## src/swr_regs.svh

```systemverilog
// Register map, field positions, reset values and codes of the wake-up and reset-flag block
// Function
// - Edge status valid only in both-edges mode
// - Edge status read-only: 01 rise, 10 fall
// - Request clear also clears edge status
// - NMI flag bit 1 marks pin source
// - NMI flag bit 0 marks watchdog source
// - NMI flag read returns then clears flags
// - Cause bit 4 set by debug reset request
// - Cause bit 3 set by backup exit
// - Cause bit 2 set by watchdog reset
// - Cause bit 1 set by reset pin
// - Cause bit 0 set by power-on reset
// - Cause register initialised only by power-on
// - Power-on bit set only by power-on reset
// - Cause bits 4 to 1 cleared only by writing zero or by power-on reset
`ifndef SWR_REGS_SVH
`define SWR_REGS_SVH

// ============================================================
// Byte offsets
`define SWR_OFS_MODE     12'h000
`define SWR_OFS_CLEAR    12'h004
`define SWR_OFS_NMI      12'h008
`define SWR_OFS_CAUSE    12'h00C
`define SWR_OFS_ISTAT    12'h010
`define SWR_OFS_IMASK    12'h014

// ============================================================
// Mode register fields (key source high half, rtc source low half)
`define SWR_KEY_LVL_LSB  12
`define SWR_KEY_EDGE_LSB 10
`define SWR_KEY_EN_BIT   8
`define SWR_RTC_LVL_LSB  4
`define SWR_RTC_EDGE_LSB 2
`define SWR_RTC_EN_BIT   0
`define SWR_LVL_RESET    3'h2

// ============================================================
// Clear codes and reset values
`define SWR_CLR_EXT_MAX  5'h07
`define SWR_CLR_KEY      5'h08
`define SWR_CLR_RTC      5'h09
`define SWR_CAUSE_INIT   5'h01
`define SWR_IRQ_N        4

`endif

```

## src/swr_pkg.sv

```systemverilog
// Types shared by the wake-up and reset-flag block
`default_nettype none
package swr_pkg;

    // Level select codes of a standby release source
    typedef enum logic [2:0] {
        SWR_LVL_LOW  = 3'b000,
        SWR_LVL_HIGH = 3'b001,
        SWR_LVL_FALL = 3'b010,
        SWR_LVL_RISE = 3'b011,
        SWR_LVL_BOTH = 3'b100
    } swr_level_t;

    // Per-source configuration and captured edge
    typedef struct packed {
        swr_level_t  level;
        logic [1:0]  edge_seen;
        logic        enable;
    } swr_src_t;

    // Reset cause events, one pulse per reset kind
    typedef struct packed {
        logic debug_req;
        logic backup_exit;
        logic watchdog;
        logic pin;
    } swr_rst_ev_t;

endpackage
`default_nettype wire

```

## src/swr_top.sv

```systemverilog
// Standby wake-up mode control, NMI source flags and reset cause flags
`timescale 1ns/1ps
`default_nettype none
`include "swr_regs.svh"

module swr_top
    import swr_pkg::*;
#(
    parameter int ADDR_W = 12
)(
    // Clock, resets, enable
    input  wire logic              clock,
    input  wire logic              sys_rst,
    input  wire logic              poweron_rst,
    input  wire logic              ce,
    // APB slave
    input  wire logic              psel,
    input  wire logic              penable,
    input  wire logic              pwrite,
    input  wire logic [ADDR_W-1:0] paddr,
    input  wire logic [31:0]       pwdata,
    output var  logic [31:0]       prdata,
    output var  logic              pready,
    output var  logic              pslverr,
    // Standby release sources
    input  wire logic              key_wakeup_irq,
    input  wire logic              rtc_irq,
    // NMI and reset cause events
    input  wire logic              nmi_pin_event,
    input  wire logic              nmi_wdt_event,
    input  wire swr_rst_ev_t       rst_event,
    // Results
    output var  logic [1:0]        standby_release,
    output var  logic [7:0]        ext_irq_clear,
    output var  logic              irq
);

    // ============================================================
    // Helpers

    // Source condition hit for a level select code
    function automatic logic level_hit(swr_level_t lvl, logic prev, logic cur);
        case (lvl)
            SWR_LVL_LOW:  level_hit = !cur;
            SWR_LVL_HIGH: level_hit = cur;
            SWR_LVL_FALL: level_hit = prev && !cur;
            SWR_LVL_RISE: level_hit = !prev && cur;
            SWR_LVL_BOTH: level_hit = prev ^ cur;
            default:      level_hit = 1'b0;
        endcase
    endfunction

    // Edge code: bit 0 rising, bit 1 falling
    function automatic logic [1:0] edge_code(logic prev, logic cur);
        edge_code = {prev && !cur, !prev && cur};
    endfunction

    // ============================================================
    // State

    logic              rst_any;
    swr_src_t          src [2];
    logic [1:0]        src_in;
    logic [1:0]        src_prev;
    logic [1:0]        hit;
    logic [1:0]        nmi_flags;
    logic [4:0]        cause;
    logic [`SWR_IRQ_N-1:0] istat;
    logic [`SWR_IRQ_N-1:0] imask;
    logic [`SWR_IRQ_N-1:0] ievent;
    logic              done;
    logic              wr;
    logic              rd;
    logic [4:0]        clr_code;
    logic [1:0]        clr_src;
    logic [31:0]       next_rdata;
    logic              next_err;

    assign rst_any  = sys_rst || poweron_rst;
    assign src_in   = {rtc_irq, key_wakeup_irq};
    assign done     = psel && penable && pready;
    assign wr       = done && pwrite;
    assign rd       = done && !pwrite;
    assign clr_code = pwdata[4:0];
    // Source clear strobes: code for key, code for rtc
    assign clr_src[0] = wr && paddr == `SWR_OFS_CLEAR && clr_code == `SWR_CLR_KEY;
    assign clr_src[1] = wr && paddr == `SWR_OFS_CLEAR && clr_code == `SWR_CLR_RTC;

    // Enabled source conditions
    always_comb
    begin
        for (int i = 0; i < 2; i++)
        begin
            hit[i] = src[i].enable && level_hit(src[i].level, src_prev[i], src_in[i]);
        end
    end

    assign ievent = {nmi_wdt_event, nmi_pin_event, hit};

    // ============================================================
    // APB response: one wait state, then pready for one cycle
    always_comb
    begin
        next_rdata = 32'h0000_0000;
        next_err   = 1'b0;
        case (paddr)
            `SWR_OFS_MODE:
            begin
                next_rdata[`SWR_KEY_LVL_LSB+:3]  = src[0].level;
                next_rdata[`SWR_KEY_EN_BIT]      = src[0].enable;
                next_rdata[`SWR_RTC_LVL_LSB+:3]  = src[1].level;
                next_rdata[`SWR_RTC_EN_BIT]      = src[1].enable;
                if (src[0].level == SWR_LVL_BOTH)
                begin
                    next_rdata[`SWR_KEY_EDGE_LSB+:2] = src[0].edge_seen;
                end
                if (src[1].level == SWR_LVL_BOTH)
                begin
                    next_rdata[`SWR_RTC_EDGE_LSB+:2] = src[1].edge_seen;
                end
            end
            `SWR_OFS_CLEAR: next_rdata = 32'h0000_0000;
            `SWR_OFS_NMI:   next_rdata[1:0] = nmi_flags;
            `SWR_OFS_CAUSE: next_rdata[4:0] = cause;
            `SWR_OFS_ISTAT: next_rdata[`SWR_IRQ_N-1:0] = istat;
            `SWR_OFS_IMASK: next_rdata[`SWR_IRQ_N-1:0] = imask;
            default:        next_err = 1'b1;
        endcase
    end

    // Response flops
    always_ff @(posedge clock)
    begin
        if (rst_any)
        begin
            pready  <= 1'b0;
            prdata  <= 32'h0000_0000;
            pslverr <= 1'b0;
        end
        else if (ce)
        begin
            if (psel && penable && !pready)
            begin
                pready  <= 1'b1;
                prdata  <= next_rdata;
                pslverr <= next_err;
            end
            else
            begin
                pready  <= 1'b0;
                pslverr <= 1'b0;
            end
        end
    end

    // ============================================================
    // Release sources: mode, enable, edge capture, sticky request
    always_ff @(posedge clock)
    begin
        if (rst_any)
        begin
            src_prev        <= 2'b00;
            standby_release <= 2'b00;
            for (int i = 0; i < 2; i++)
            begin
                src[i].level     <= swr_level_t'(`SWR_LVL_RESET);
                src[i].edge_seen <= 2'b00;
                src[i].enable    <= 1'b0;
            end
        end
        else if (ce)
        begin
            src_prev <= src_in;
            for (int i = 0; i < 2; i++)
            begin
                // Clear by code, a new edge in the same cycle still lands
                if (clr_src[i])
                begin
                    src[i].edge_seen   <= 2'b00;
                    standby_release[i] <= 1'b0;
                end
                if (hit[i])
                begin
                    standby_release[i] <= 1'b1;
                    if (src[i].level == SWR_LVL_BOTH)
                    begin
                        src[i].edge_seen <= (clr_src[i] ? 2'b00 : src[i].edge_seen)
                                          | edge_code(src_prev[i], src_in[i]);
                    end
                end
            end
            // Level and enable are software fields; status is not writable
            if (wr && paddr == `SWR_OFS_MODE)
            begin
                src[0].level  <= swr_level_t'(pwdata[`SWR_KEY_LVL_LSB+:3]);
                src[0].enable <= pwdata[`SWR_KEY_EN_BIT];
                src[1].level  <= swr_level_t'(pwdata[`SWR_RTC_LVL_LSB+:3]);
                src[1].enable <= pwdata[`SWR_RTC_EN_BIT];
            end
        end
    end

    // ============================================================
    // External request clear pulses
    always_ff @(posedge clock)
    begin
        if (rst_any)
        begin
            ext_irq_clear <= 8'h00;
        end
        else if (ce)
        begin
            ext_irq_clear <= 8'h00;
            if (wr && paddr == `SWR_OFS_CLEAR && clr_code <= `SWR_CLR_EXT_MAX)
            begin
                ext_irq_clear <= 8'h01 << clr_code[2:0];
            end
        end
    end

    // ============================================================
    // NMI source flags, cleared by the read that returned them
    always_ff @(posedge clock)
    begin
        if (rst_any)
        begin
            nmi_flags <= 2'b00;
        end
        else if (ce)
        begin
            if (rd && paddr == `SWR_OFS_NMI)
            begin
                nmi_flags <= (nmi_flags & ~prdata[1:0])
                           | {nmi_pin_event, nmi_wdt_event};
            end
            else
            begin
                nmi_flags <= nmi_flags | {nmi_pin_event, nmi_wdt_event};
            end
        end
    end

    // ============================================================
    // Reset cause flags, kept through every reset but power-on
    always_ff @(posedge clock)
    begin
        if (poweron_rst)
        begin
            cause <= `SWR_CAUSE_INIT;
        end
        else if (ce)
        begin
            if (wr && paddr == `SWR_OFS_CAUSE)
            begin
                cause <= (cause & pwdata[4:0])
                       | {rst_event.debug_req, rst_event.backup_exit,
                          rst_event.watchdog, rst_event.pin, 1'b0};
            end
            else
            begin
                cause <= cause | {rst_event.debug_req, rst_event.backup_exit,
                                  rst_event.watchdog, rst_event.pin, 1'b0};
            end
        end
    end

    // ============================================================
    // Interrupt status, mask and output
    always_ff @(posedge clock)
    begin
        if (rst_any)
        begin
            istat <= '0;
            imask <= '0;
            irq   <= 1'b0;
        end
        else if (ce)
        begin
            if (wr && paddr == `SWR_OFS_ISTAT)
            begin
                istat <= (istat & ~pwdata[`SWR_IRQ_N-1:0]) | ievent;
            end
            else
            begin
                istat <= istat | ievent;
            end
            if (wr && paddr == `SWR_OFS_IMASK)
            begin
                imask <= pwdata[`SWR_IRQ_N-1:0];
            end
            irq <= |(istat & imask);
        end
    end
endmodule
`default_nettype wire

```

## config.mk

```make
export PLATFORM = sky130hd
export DESIGN_NAME = swr_top
export DESIGN_NICKNAME = d
export VERILOG_FILES = /design/src/swr_pkg.sv /design/src/swr_top.sv
export VERILOG_INCLUDE_DIRS = /design/src
export SDC_FILE = /design/constraint.sdc
export NUM_CORES = 1
export LEC_CHECK = 0
export BUFFER_PORTS_ARGS = -buffer_cell sky130_fd_sc_hd__buf_2
export CORE_UTILIZATION = 54
export CTS_BUF_LIST = sky130_fd_sc_hd__clkbuf_16
export CTS_CLUSTER_SIZE = 28
export DETAILED_ROUTE_END_ITERATION = 16
export PLACE_DENSITY = 0.86
export SYNTH_ARGS = -nofsm -noshare
export SYNTH_HDL_FRONTEND = slang
export SYNTH_SLANG_ARGS = --single-unit
```

## constraint.sdc

```tcl
create_clock -name clock -period 6.35 [get_ports clock]
set_input_delay 1.27 -clock clock [delete_from_list [all_inputs] [get_ports clock]]
set_output_delay 1.27 -clock clock [all_outputs]
set_load 0.02 [all_outputs]
```

* Yosys cells after proc, flatten, opt, wreduce, memory -nomap -nowiden
Memories as Yosys holds them, arrays and structs flattened. Cells that the tools add are included.
Word-level totals: bits in registers 43, bits in latches 0, memory bits (writable) 12, bits in read-only memories 0, bits of input ports 59, output and inout bits 45, logic and storage cells 148, memories 1
Cells by class: $add $sub $neg 0, multipliers 0, div/mod/pow operators 0, order comparisons 1, eq/ne operators 15, shifts and indexed selects 1, mux-type cells 56, bitwise logic cells 24, reduce and logical (&&, ||, !) cells 38
Memories:
- src | depth 2, width 6, read ports 2, clocked after Yosys merged registers in 0, wr ports 2, RTL line swr_top.sv:62 | swr_src_t src [2];
Operators with widths (number):
- $mux 1 | 34
- $eq 12x4->1 const B | 2
- $eq 12x5->1 const B | 2
- $logic_and 1x1->1 | 20
- $mux 2 | 10
- $pmux 1 s5 | 3
- $eq 12x3->1 const B | 1
- $eq 3x2->1 const B | 4
- $logic_not 12->1 | 1
- $eq 5x4->1 const B | 2
- $mux 5 | 2
- $or 5x5->5 | 2
- $and 4x4->4 | 2
- $mux 8 | 1
- $or 1x1->1 | 8
- $or 2x2->2 | 4
- $or 4x4->4 | 2
- $pmux 2 s4 | 1
- $reduce_and 2->1 | 4
- $shl 1x3->8 const A | 1
- $eq 3x1->1 const B | 2
- $eq 3x3->1 const B | 2
- $logic_not 1->1 | 6
- $logic_not 3->1 | 2
- other kinds (14) | 17

* Logic depth before layout (Yosys ltp)
depth after elaboration 11, mapped depth 7, depth with buffers taken out 7

* Least setup slack after synthesis
Ideal clock, no wire load.
path type input to register, start point input paddr[3], end point memory src[0][0] (netlist bit) (enable), data arrival time 2.627 ns, data required time 5.969 ns, path slack 3.343 ns, stages 4, path buffers 1, path through buf_2 -> nor3_1 -> nand4_4 -> o21ai_0
RTL lines:
- start, declared | RTL line swr_top.sv:20 | input wire logic [ADDR_W-1:0] paddr,
- end, declared | RTL line swr_top.sv:62

==> impl_results.md <==
* Status: finished clean
* Row count at 26
* Adder-Cell Fraction of Synth Area at under 10%
* Grt ovf at 0
* Core Area at 5140 sq um
* CP cell instances: buf_2 > nor4_4 > nand4_4 > o21ai_0
* Peak supply drop at between 0.1 and 0.15 mV
* Post-synth EDFFs at 12
* Final hold viol count at 0
* Endpoints failing setup at 0
* Remaining antenna violation count after routing at 0
* Clk_lat worst skew at roughly 0.29 ns
* Share of cells above drive strength 1 at between 20% and 30%
* Max H-tree Level at 2
* Slew @ Worst Pin at 0.9610 ns
* CTS tree: yes
* Detailed Route WL at slightly above 7000 um
* Initial Utilization at between 50 and 60%
* GPL Wtd Cong at approximately 0.92
* Drt drc at 0
* Iter 0 DRT Violations at roughly 190
* Inserted Diodes at 0
* Setup TNS at 0 ns
* Number of distinct library cells after synthesis at 54
* Die Wd at 75.18 um
* Drt via density at roughly 6
* Slew margin rel. at 35.26%
* Metal-1 WL at 2985 um
* Top Metal Used: met4
* Clock buffer depth at 2
* Worst slack, placed at just under 3 ns
* Met3 WL at between 500 and 600 um
* Area leader, netlist: dfxtp_1
* Final HPWL DP at around 5200 um
* Synth-to-Final Area Change at 16.57%
* Final slew viol count at 0
* Post-Syn Area at just under 3000 sq um
* CTS Buf Count at 5
* Ys async rst share at 0%
* Post-Route Utilization at around two thirds
* Clock root cell: clkbuf_16
* Simple-gate share of the synthesized area at between 20% and 30%
* Clock Skew at 0.003562 ns
* Post-Syn Area per Cell at between 9 and 10 sq um
* WP data required at between 6 and 7 ns
* CP max stage delay at 0.82 ns
* Synth Area in Compound Gates at 15.53%
* Largest net degree at the start of global routing at 27
* Die area at around 5700 sq um
* DR vias at between 2k and 3k
* # hold bufs at CTS at 0
* Post-Synth XOR/XNOR Area at 0.6058%
* First-pass GRT wire length at ~11000 um
* Ports at 104
* Largest family of logic cells by synthesized area: simple AND/OR/NAND/NOR gates
* Sequential cell area fraction in the yosys report at 42.23%
* Power density over the cells at about 230 nW/um^2
* Vias in the first global route at 2327
* RSZ-0062 raised after global routing: no
* #FFs+latches synth at 55
* CP Data Arrival Time at around 3.1 ns
* Tot GR Track Use at 26.23%
* Post-Layout Cell Count at roughly 450
* Placed insts at ~440
* Synth area leaders: dfxtp_1, edfxtp_1, buf_4
* Crit. End Element: flip-flop
* Clock transition at path regs at roughly 0.07 ns
* Crit path kind: in2reg
* Max Cap Viol at 0
* R2R setup slack at between 4 and 5 ns
* Instance count of the mapped netlist at 320
* Sink Count at 55
* Worst min-delay path category: reg2reg
* Fin crit share at between 50 and 60%
* Nets@finish at 441
* IO buf count at 63
* Most common cell in the netlist: dfxtp_1
* Wire length per cell at 16.05 um
* Top FF cell, synth: dfxtp_1
* Yosys warns at 0
* Top cell type's share of synthesized area at about 30%
* Initial antenna violation count at 0
* Final WS setup at roughly 3.1 ns
* Setup Buffers After CTS at 0
* Synth top cells by count: dfxtp_1, nor2_1, a21oi_1
* CP Max Fanout at 9
* Fmax at around 310 MHz
* Die height at ~75 um
* Met2 routed WL at around 3500 um
* Slowest stage cell, crit path: o21ai_0
* Tmin final at ~3.2 ns
* Leak at 1.400 nW
* Mux cell area share after synthesis at under 10%
* Post-cts resize count at 0
* TritonRoute pass-1 iters at 5
* Worst setup SP type: primary input
## final cells by class
| class | count | area [sq um] |
|---|---|---|
| clock inverter | 3 | 67.56 |
| sequential | 55 | 1221 |
| fill | 429 | 1769 |
| multi-input combinational | 242 | 1509 |
| timing repair buffer | 64 | 322.8 |
| clock buffer | 5 | 125.1 |
| inverter | 10 | 37.54 |
| tap | 70 | 87.58 |
## cell families after synthesis
kind of cell             count (synthesis)
AND/OR/NAND/NOR                        127
buffers and inverters                   41
XOR/XNOR                                 2
multiplexers                            15
AO/OA/AOI/OAI                           75
flip-flops                              55
adder cells (fa/ha/maj)                  4
other                                    1
## metal layers
layer	global-route usage, %	up-vias
met1	33.78	1244
met4	9.053	0
met3	4.953	14
li1	-	1244
met2	44.34	148
met5	0	-
## critical path, delay by kind of cell
family | cells | cell delay (ns)
buffers and inverters | 1 | 0.13
and+or+nand+nor | 2 | 0.89
AOI/OAI and AO/OA | 1 | 0.82
## sequential cells by signal, summed over array words and instances, names as in the netlist
register         cells
prdata              13
src                 12
ext_irq_clear        8
cause                5
imask                4
istat                4
nmi_flags            2
src_prev             2
standby_release      2
irq                  1
pready               1
pslverr              1
## cells in the final DEF, fill, tap and decap left out, types with 3 or more instances in the layout
cell / n
buf_2: 63
dfxtp_1: 43
nor2_1: 31
a21oi_1: 24
nand2_1: 23
o21ai_0: 20
conb_1: 19
nand3_1: 15
nand4_1: 12
edfxtp_1: 12
inv_1: 10
mux2i_1: 10
a22oi_1: 8
and2_1: 7
nor3_1: 6
mux2_2: 5
o21ai_1: 5
clkbuf_16: 5
a31oi_1: 4
ha_1: 4
nor4b_1: 3
nor3b_1: 3
a31o_2: 3
## worst paths after layout
check / startpoint / to / cells past startpoint
setup / recovery: paddr[9] / src[0][4] / 4
hold / removal: prdata[11] / prdata[11] / 2
setup reg to reg: pready / src[0][4] / 3
hold reg to reg: prdata[11] / prdata[11] / 2
## metrics by stage
step	cell area [sq um]	hold WS [ns]	power, mW
finish	3371	0.4547	0.7906
detailed placement	3178	0.4510	0.4473
global placement	3178	0.4413	0.4454
floorplan	2959	0.4344	0.4269
CTS	3371	0.4601	0.7909
global route	3371	0.4920	0.8096
## report_power, final
group | internal [mW] | total (mW) | switching [mW] | leakage (nW)
clock network | 0.226 | 0.349 | 0.123 | 0.0900
logic | 0.0220 | 0.0734 | 0.0514 | 0.835
registers | 0.363 | 0.368 | 0.00515 | 0.474
Note: power is estimated with default switching activity, not from simulation.
